<file path="config.mk">
export PLATFORM = sky130hd
export DESIGN_NAME = iwd_decoder
export DESIGN_NICKNAME = d
export VERILOG_FILES = /design/src/logic/iwd_pkg.sv /design/src/logic/iwd_decoder.sv /design/src/logic/iwd_phase_gen.sv
export SDC_FILE = /design/constraint.sdc
export NUM_CORES = 1
export LEC_CHECK = 0
export BUFFER_PORTS_ARGS = -buffer_cell sky130_fd_sc_hd__buf_2
export CAP_MARGIN = 5
export CORE_MARGIN = 2
export CORE_UTILIZATION = 52
export CTS_BUF_LIST = sky130_fd_sc_hd__clkbuf_8
export DETAILED_ROUTE_END_ITERATION = 6
export HOLD_SLACK_MARGIN = 0.1
export PLACE_DENSITY = 0.87
export SLEW_MARGIN = 20
export SYNTH_ARGS = -nofsm -noshare
export SYNTH_HDL_FRONTEND = slang
export SYNTH_HIERARCHICAL = 1
export SYNTH_SLANG_ARGS = --single-unit
</file>
<file path="constraint.sdc">
create_clock -name i_clk -period 3.55 [get_ports i_clk]
set_input_delay 0.5325 -clock i_clk [delete_from_list [all_inputs] [get_ports i_clk]]
set_output_delay 0.5325 -clock i_clk [all_outputs]
set_load 0.02 [all_outputs]
</file>
<file path="src/logic/iwd_pkg.sv">
package iwd_pkg;
   // Word layout
   localparam int WORD_W = 14;
   localparam int REG_ADDR_W = 7;
   localparam int BITPOS_W = 3;
   localparam int LIT_W = 8;
   localparam int TARGET_W = 11;
   localparam int OPC_MSB = 13;
   localparam int OPC_LSB = 12;
   localparam int TGT_BIT = 7;
   localparam int POS_MSB = 9;
   localparam int POS_LSB = 7;
   localparam int JUMP_SEL_BIT = 11;
   // Group codes in bits 13:12
   localparam logic [1:0] GRP_BYTE = 2'h0;
   localparam logic [1:0] GRP_BIT = 2'h1;
   localparam logic [1:0] GRP_JUMP = 2'h2;
   localparam logic [1:0] GRP_LIT = 2'h3;
   // Timing
   localparam int OSC_PER_CYCLE = 4;
   localparam logic [1:0] PHASE_LAST = 2'h3;
   localparam logic [1:0] PHASE_RST = 2'h0;

   typedef enum logic [1:0] {
      IWD_GRP_BYTE = 2'b00,
      IWD_GRP_BIT = 2'b01,
      IWD_GRP_LIT = 2'b10
   } iwd_group_t;

   typedef enum logic [0:0] {
      IWD_ST_EXEC = 1'b0,
      IWD_ST_FLUSH = 1'b1
   } iwd_state_t;
endpackage : iwd_pkg

</file>
<file path="src/logic/iwd_decoder.sv">
`timescale 1ns/10ps
`default_nettype none
// How it works
// - Every instruction is one 14-bit word, an opcode part plus operand parts.
// - Words fall into byte-oriented, bit-oriented and literal/control groups with their own layouts.
// - In byte operations a target bit of 0 sends the result to the accumulator, 1 to the selected register.
// - The register select is a seven-bit address from 0x00 to 0x7f.
// - In bit operations the position picks one bit of the addressed 8-bit register.
// - Literals are eight bits for data and eleven bits for jump and call targets.
// - Don't-care bits of the literal selector are ignored in the sub-op; the raw bits still reach the position and jump-target fields.
// - An instruction takes one cycle, or two with a no-op second cycle when a test succeeds or the PC changes.
// - Each instruction cycle is four oscillator periods.
module iwd_decoder (
   input wire logic i_clk,
   input wire logic i_rst_n,
   input wire logic [13:0] i_word,
   input wire logic i_branch_taken,
   output logic o_fetch,
   output logic o_cycle_end,
   output logic [1:0] o_phase,
   output logic o_valid,
   output logic o_flush,
   output iwd_pkg::iwd_group_t o_group,
   output logic [1:0] o_opcode,
   output logic [3:0] o_sub_op,
   output logic o_to_register,
   output logic o_to_accum,
   output logic [6:0] o_reg_select_num,
   output logic [2:0] o_position_in_register,
   output logic [7:0] o_bit_mask,
   output logic [7:0] o_immediate_value,
   output logic [10:0] o_jump_target,
   output logic o_is_jump,
   output logic o_may_take_two
);
   // Bit-select decode, one-hot
   function automatic logic [7:0] bit_onehot(input logic [2:0] pos);
      bit_onehot = 8'h01 << pos;
   endfunction

   logic cyc_end;
   logic [1:0] phase;

   iwd_phase_gen u_phase (
      .i_clk(i_clk),
      .i_rst_n(i_rst_n),
      .o_phase(phase),
      .o_cycle_end(cyc_end)
   );

   iwd_pkg::iwd_state_t state;
   iwd_pkg::iwd_state_t next_state;
   logic [13:0] word;
   logic [13:0] next_word;
   logic valid;
   logic next_valid;
   iwd_pkg::iwd_group_t grp;
   iwd_pkg::iwd_group_t next_grp;
   logic [3:0] sub_op;
   logic [3:0] next_sub_op;
   logic to_reg;
   logic next_to_reg;
   logic [6:0] reg_sel;
   logic [6:0] next_reg_sel;
   logic [2:0] pos;
   logic [2:0] next_pos;
   logic [7:0] mask;
   logic [7:0] next_mask;
   logic [7:0] imm;
   logic [7:0] next_imm;
   logic [10:0] tgt;
   logic [10:0] next_tgt;
   logic jump;
   logic next_jump;
   logic two;
   logic next_two;
   logic [1:0] opc;

   assign opc = i_word[iwd_pkg::OPC_MSB:iwd_pkg::OPC_LSB];

   always_comb begin
      next_state = state;
      next_word = word;
      next_valid = valid;
      next_grp = grp;
      next_sub_op = sub_op;
      next_to_reg = to_reg;
      next_reg_sel = reg_sel;
      next_pos = pos;
      next_mask = mask;
      next_imm = imm;
      next_tgt = tgt;
      next_jump = jump;
      next_two = two;
      if (cyc_end) begin
         case (state)
            iwd_pkg::IWD_ST_EXEC: begin
               // Second cycle of a taken test or PC change runs as a no-op
               if (valid && i_branch_taken) begin
                  next_state = iwd_pkg::IWD_ST_FLUSH;
                  next_valid = 1'b0;
               end else begin
                  next_valid = 1'b1;
               end
            end
            iwd_pkg::IWD_ST_FLUSH: begin
               next_state = iwd_pkg::IWD_ST_EXEC;
               next_valid = 1'b1;
            end
            default: begin
               next_state = iwd_pkg::IWD_ST_EXEC;
               next_valid = 1'b0;
            end
         endcase
         next_word = i_word;
         next_to_reg = 1'b0;
         next_reg_sel = i_word[6:0];
         next_pos = i_word[iwd_pkg::POS_MSB:iwd_pkg::POS_LSB];
         next_mask = 8'h00;
         next_imm = i_word[7:0];
         next_tgt = i_word[10:0];
         next_jump = 1'b0;
         next_two = 1'b0;
         next_sub_op = i_word[11:8];
         case (opc)
            iwd_pkg::GRP_BYTE: begin
               next_grp = iwd_pkg::IWD_GRP_BYTE;
               next_to_reg = i_word[iwd_pkg::TGT_BIT];
               // Skip-if-zero, return and return-from-interrupt
               next_two = (i_word[11:8] == 4'hb) || (i_word[11:8] == 4'hf) || (i_word[11:1] == 11'h004);
            end
            iwd_pkg::GRP_BIT: begin
               next_grp = iwd_pkg::IWD_GRP_BIT;
               next_sub_op = {2'h0, i_word[11:10]};
               next_mask = bit_onehot(i_word[iwd_pkg::POS_MSB:iwd_pkg::POS_LSB]);
               next_two = i_word[11]; // Bit tests may skip
            end
            iwd_pkg::GRP_JUMP: begin
               next_grp = iwd_pkg::IWD_GRP_LIT;
               next_sub_op = {3'h0, i_word[iwd_pkg::JUMP_SEL_BIT]};
               next_jump = 1'b1;
               next_two = 1'b1;
            end
            iwd_pkg::GRP_LIT: begin
               next_grp = iwd_pkg::IWD_GRP_LIT;
               // Don't-care low bits of the selector are dropped
               casez (i_word[11:8])
                  4'b00??: next_sub_op = 4'h0;
                  4'b01??: next_sub_op = 4'h4;
                  4'b111?: next_sub_op = 4'he;
                  4'b110?: next_sub_op = 4'hc;
                  default: next_sub_op = i_word[11:8];
               endcase
               next_two = (i_word[11:10] == 2'h1);
            end
            default: begin
               next_grp = iwd_pkg::IWD_GRP_LIT;
            end
         endcase
      end
   end

   always_ff @(posedge i_clk) begin
      if (!i_rst_n) begin
         state <= iwd_pkg::IWD_ST_EXEC;
         word <= 14'h0000;
         valid <= 1'b0;
         grp <= iwd_pkg::IWD_GRP_BYTE;
         sub_op <= 4'h0;
         to_reg <= 1'b0;
         reg_sel <= 7'h00;
         pos <= 3'h0;
         mask <= 8'h00;
         imm <= 8'h00;
         tgt <= 11'h000;
         jump <= 1'b0;
         two <= 1'b0;
      end else begin
         state <= next_state;
         word <= next_word;
         valid <= next_valid;
         grp <= next_grp;
         sub_op <= next_sub_op;
         to_reg <= next_to_reg;
         reg_sel <= next_reg_sel;
         pos <= next_pos;
         mask <= next_mask;
         imm <= next_imm;
         tgt <= next_tgt;
         jump <= next_jump;
         two <= next_two;
      end
   end

   assign o_fetch = cyc_end;
   assign o_cycle_end = cyc_end;
   assign o_phase = phase;
   assign o_valid = valid;
   assign o_flush = (state == iwd_pkg::IWD_ST_FLUSH);
   assign o_group = grp;
   assign o_opcode = word[iwd_pkg::OPC_MSB:iwd_pkg::OPC_LSB];
   assign o_sub_op = sub_op;
   assign o_to_register = valid && (grp == iwd_pkg::IWD_GRP_BYTE) && to_reg;
   assign o_to_accum = valid && (grp == iwd_pkg::IWD_GRP_BYTE) && !to_reg;
   assign o_reg_select_num = reg_sel;
   assign o_position_in_register = pos;
   assign o_bit_mask = mask;
   assign o_immediate_value = imm;
   assign o_jump_target = tgt;
   assign o_is_jump = jump;
   assign o_may_take_two = two;
endmodule // iwd_decoder
`default_nettype wire

</file>
<file path="src/logic/iwd_phase_gen.sv">
`timescale 1ns/10ps
`default_nettype none
// Divides the oscillator into instruction cycles
module iwd_phase_gen (
   input wire logic i_clk,
   input wire logic i_rst_n,
   output logic [1:0] o_phase,
   output logic o_cycle_end
);
   logic [1:0] phase;
   logic [1:0] next_phase;

   always_comb begin
      next_phase = (phase == iwd_pkg::PHASE_LAST) ? iwd_pkg::PHASE_RST : phase + 2'h1;
   end

   always_ff @(posedge i_clk) begin
      if (!i_rst_n) begin
         phase <= iwd_pkg::PHASE_RST;
      end else begin
         phase <= next_phase;
      end
   end

   assign o_phase = phase;
   assign o_cycle_end = (phase == iwd_pkg::PHASE_LAST);
endmodule // iwd_phase_gen
`default_nettype wire

</file>
Word-level counts from Yosys, hierarchy flattened
Cells that the tools add are included.
W data, S select, Z words.
{"block": "classes", "reduce_logical": 12, "n_shift": 1, "bitwise_logic": 2, "mux": 11, "addsub": 1, "eq_ne": 10}
{"operator": "$pmux W4 S4", "count": 1}
{"operator": "$pmux W4 S3", "count": 1}
{"operator": "$eq A11 B3 Y1 const B", "count": 1}
{"operator": "$eq A4 B4 Y1 const B", "count": 2}
{"operator": "$mux W8", "count": 1}
{"operator": "$shl A1 B3 Y8 const A", "count": 1}
{"operator": "$eq A2 B2 Y1 const B", "count": 3}
{"operator": "$eq A3 B3 Y1 const B", "count": 2}
{"operator": "$logic_not A2 Y1", "count": 3}
{"operator": "$pmux W2 S3", "count": 1}
{"operator": "$eq A2 B1 Y1 const B", "count": 2}
{"operator": "$logic_and A1 B1 Y1", "count": 4}
{"operator": "$mux W1", "count": 4}
{"operator": "$pmux W1 S2", "count": 2}
{"operator": "$pmux W1 S4", "count": 1}
{"operator": "$reduce_or A2 Y1", "count": 2}
{"operator": "$add A2 B1 Y2 const B", "count": 1}
{"operator": "$logic_or A1 B1 Y1", "count": 2}
{"operator": "$not A1 Y1", "count": 2}
{"operator": "$logic_not A1 Y1", "count": 1}
{"block": "word_totals", "elab_cells": 51, "out_inout_bits": 55, "ff_bits": 64}

Longest topological paths before layout
{"block": "depth", "depth_word": 4, "mapped_depth": 6}

Cells and area by module
Netlist, hierarchy kept.
{"mod": "iwd_decoder", "area_each_um2": 1551.5, "instances": 1, "cells_each": 165}
{"mod": "iwd_phase_gen", "area_each_um2": 73.8, "instances": 1, "cells_each": 5}

Worst setup path after synthesis
OpenSTA, ideal clock, no wires.
{"block": "synth_path", "path_kind": "register -> output", "startpoint": "register valid (netlist: o_valid)", "endpoint": "output port o_to_register", "path_buffers": 0, "slack_ns": 1.790, "t_arrival_ns": 1.227, "required_ns": 3.017, "path_stages_with_launch": 2, "cell_sequence": "dfxtp_1 -> nor4bb_1"}
{"block": "synth_between", "elab_chain_cells": 2}
{"element": "start: declaration", "line": "iwd_decoder.sv:55", "text": "logic valid;"}
{"element": "start signal: assignment", "line": "iwd_decoder.sv:181", "text": "valid <= next_valid;"}
{"element": "$logic_and A1 B1 Y1 (2 in series)", "line": "iwd_decoder.sv:203", "text": "assign o_to_register = valid && (grp == iwd_pkg::IWD_GRP_BYTE) && to_reg;"}
{"element": "end: declaration", "line": "iwd_decoder.sv:26", "text": "output logic o_to_register,"}
No other way between the ends.

Worst setup path after layout
{"block": "layout_path", "startpoint": "register u_phase.phase[0] (netlist: u_phase/o_phase[0])", "endpoint": "output port o_cycle_end"}
{"block": "layout_between", "elab_chain_cells": 1}
{"element": "start: declaration", "line": "iwd_phase_gen.sv:10", "text": "logic [1:0] phase;"}
{"element": "start signal: assignment", "line": "iwd_phase_gen.sv:19", "text": "phase <= iwd_pkg::PHASE_RST;"}
{"element": "start signal: assignment", "line": "iwd_phase_gen.sv:21", "text": "phase <= next_phase;"}
{"element": "$eq A2 B2 Y1", "line": "iwd_phase_gen.sv:26", "text": "assign o_cycle_end = (phase == iwd_pkg::PHASE_LAST);"}
{"element": "end: declaration", "line": "iwd_decoder.sv:19", "text": "output logic o_cycle_end,"}
No other way between the ends.

==> flow_summary_export.csv <==
group,metric,value,unit
status,status,"complete, no violations",
timing,worstMarginPinSlew,575.2,ps
die,start_util,0.5413,
cells_and_area,areaGrowthSynthToFinish,16.17,%
placement,place_inst,243,
global_route,grt_pass1_wl,5.230,mm
timing,setup_violations,0,
power_and_ir_drop,pwr-share-clk,0.351,
setup_path,crit_buf_inv,1,
clock_network,cts_root_buf,"clkbuf_8",
timing,drv_slew,0,
die,rows,20,
synthesis,yosysWarningCount,6,
global_route,grtUsageTotal,0.1977,
timing,fin_crit_sh,0.5674,
clock_network,clock_latency,290,ps
placement,numPortBuffers,71,
synthesis,yosysMostFrequentCell,"dfxtp_1",
cells_and_area,drive_gt1_frac,0.3853,
detailed_routing,antenna_left,0,
die,die_h,59.91,um
clock_network,clock-sinks,34,
cells_and_area,fin_nets,235,
synthesis,synthTopCellsByArea,"dfxtp_1 42%, buf_4 9.7%, mux2i_1 8.0%, nor2b_1 6.9%, a21boi_0 4.2%",
power_and_ir_drop,p_sw,222.5,uW
power_and_ir_drop,leakage,0.0009066,uW
timing,relSlewSlack,0.6165,
global_route,first_global_vias,1150,
synthesis,yosys.area.top_type,"dfxtp_1",
placement,gp_congestion,0.7784,
clock_network,cts_tree,"built",
clock_network,postCtsHoldBufs,0,
global_route,grt_max_degree,35,
detailed_routing,vias,1297,
setup_path,worstPathMaxFanout,13,
detailed_routing,drt_wl_total,3.248,mm
clock_network,clkSlewWorstSetupHoldPaths,70,ps
die,dieWidth,59.91,um
clock_network,clk_path_buf_depth,2,
power_and_ir_drop,vdd_ir_drop_max,0.0002604,V
cells_and_area,antenna_cells,0,
detailed_routing,viasPerCell,5.167,
synthesis,synth_cell_types,41,
setup_path,cp.required,3020,ps
synthesis,yosys.area.top_type_share,0.4188,
synthesis,synth_edf_count,0,
synthesis,syn_avg_cell_area,9.561,sq um
timing,tns,0,ps
placement,dp_hpwl,2.290,mm
job,drv_cap,0,
timing,fmax,496.4,MHz
synthesis,netlist_instances,170,
cells_and_area,largest_register,"word",
synthesis,seq_area_frac_synth,0.4188,
setup_path,cp_data_arrival_time,1480,ps
detailed_routing,drt_pass1_iterations,4,
synthesis,syn_nets,188,
timing,finalClockSkew,3.643,ps
clock_network,numCtsBuffers,5,
power_and_ir_drop,pwr-share-comb,0.155,
setup_path,crit_path_end_kind,"output port",
die,die_area,3589,sq um
setup_path,max_stage_delay,540,ps
synthesis,yosys-top-cells-count,"34 x dfxtp_1, 21 x buf_4, 18 x nor2b_1",
cells_and_area,final_cells,251,
detailed_routing,drtIter0Drc,43,
die,io_pins,72,
synthesis,async_reset_ff_frac,0,
timing,post-route-min-period,2014,ps
setup_path,slowest_stage,"ha_1",
power_and_ir_drop,powerDensity,433.8,nW/um^2
power_and_ir_drop,seqPwrFrac,0.494,
synthesis,ys.flop_type,"dfxtp_1",
setup_path,crit_chain,"ha_1 -> buf_2",
synthesis,synth-seq-cells,34,
power_and_ir_drop,finalPower,819.1,uW
detailed_routing,drc,0,
clock_network,htreeDepth,2,
cells_and_area,largest_reg_flops,13,
power_and_ir_drop,internal_power,596.6,uW
timing,rsz0062_at_grt,"false",
setup_path,critPathKind,"reg2out",
clock_network,cts_post_setup_buffers_inserted,0,
synthesis,syn-cell-area,1625,sq um
clock_network,cts.repair.resized,0,
detailed_routing,wl_per_cell,12.94,um
power_and_ir_drop,switching_share,0.2716,
worst_hold_path,hold_path.class,"reg2reg",
timing,hold_viol,0,
global_route,grt_overflow,0,
die,coreArea,3003,sq um
global_route,antenna_found_initial,0,
setup_path,cp-start-kind,"flop",
setup_path,critical_path.top_delay_family,"adder cells",
==> layout make-up <==
cell class	instances	area, sq um
sequential	34	680.7
clock buffer	6	82.58
inverter	3	11.26
clock inverter	2	8.758
timing repair buffer	72	362.8
fill	287	1115
multi-input combinational	101	700.7
tap	33	41.29
==> placed cells by master, fill, tap and decap left out, types with 2 or more instances in the layout <==
cell / instances
clkbuf_8: 6
a21oi_1: 3
o21a_1: 2
nand3_1: 4
mux2i_1: 13
inv_1: 3
buf_2: 71
dfxtp_1: 34
nor3_1: 2
o21ai_0: 2
a32oi_1: 3
o211a_1: 2
nor2_1: 5
nand2_1: 14
and2_1: 2
nor2b_1: 18
a21boi_0: 9
nand2b_1: 2
==> kinds of logic (layout without fill, tap and decap cells) <==
logic type,after synthesis,in the layout,share of synthesized area
and+or+nand+nor,58,58,0.2079
buffers and inverters,35,83,0.1501
DFF,34,34,0.4188
AOI/OAI and AO/OA,28,28,0.1301
muxes,13,13,0.08006
adders and majority gates,1,1,0.007697
xor gates and xnor gates,1,1,0.005390
==> worst paths after layout <==
check / endpoint / cells after the start / startpoint / slack [ps]
setup reg to reg: o_bit_mask[2] / 5 / u_phase/o_phase[0] / 1800
hold / removal: word[13] / 2 / word[13] / 470
hold reg to reg: word[13] / 2 / word[13] / 470
setup / recovery: o_cycle_end / 2 / u_phase/o_phase[0] / 1540
==> power groups by stage <==
stage          clock network, uW  registers, uW  logic, uW
2_1_floorplan                  0            430       86.2
3_3_place_gp                   0            413        126
3_5_place_dp                   0            413        128
4_1_cts                      292            405        128
5_1_grt                      311            407        139
6_report                     287            405        127
==> metal layers <==
layer,GRT usage,vias up,share of wire
met5,0,-,0
met4,0.07619,0,0.014
met3,0.05844,5,0.054
met2,0.3183,46,0.46
met1,0.2477,594,0.47
li1,-,652,-
==> tightest hold or removal path: stages, from the launching register on <==
cell	delay (ps)
dfxtp_1	310
nand2_1	50
a21boi_0	60
==> stage by stage <==
step / cell area, sq um / hold slack, ps / util / worst slack (ps)
2_1_floorplan: 1625 / 457.4 / - / 1790
3_3_place_gp: 1797 / 441.1 / 0.5983 / 1909
3_5_place_dp: 1797 / 462.5 / 0.5983 / 1824
4_1_cts: 1888 / 471.3 / 0.6288 / 1532
5_1_grt: 1888 / 485.9 / 0.6288 / 1446
6_report: 1888 / 467.2 / 0.6288 / 1536
No activity file was read; power rests on OpenSTA's default activity.
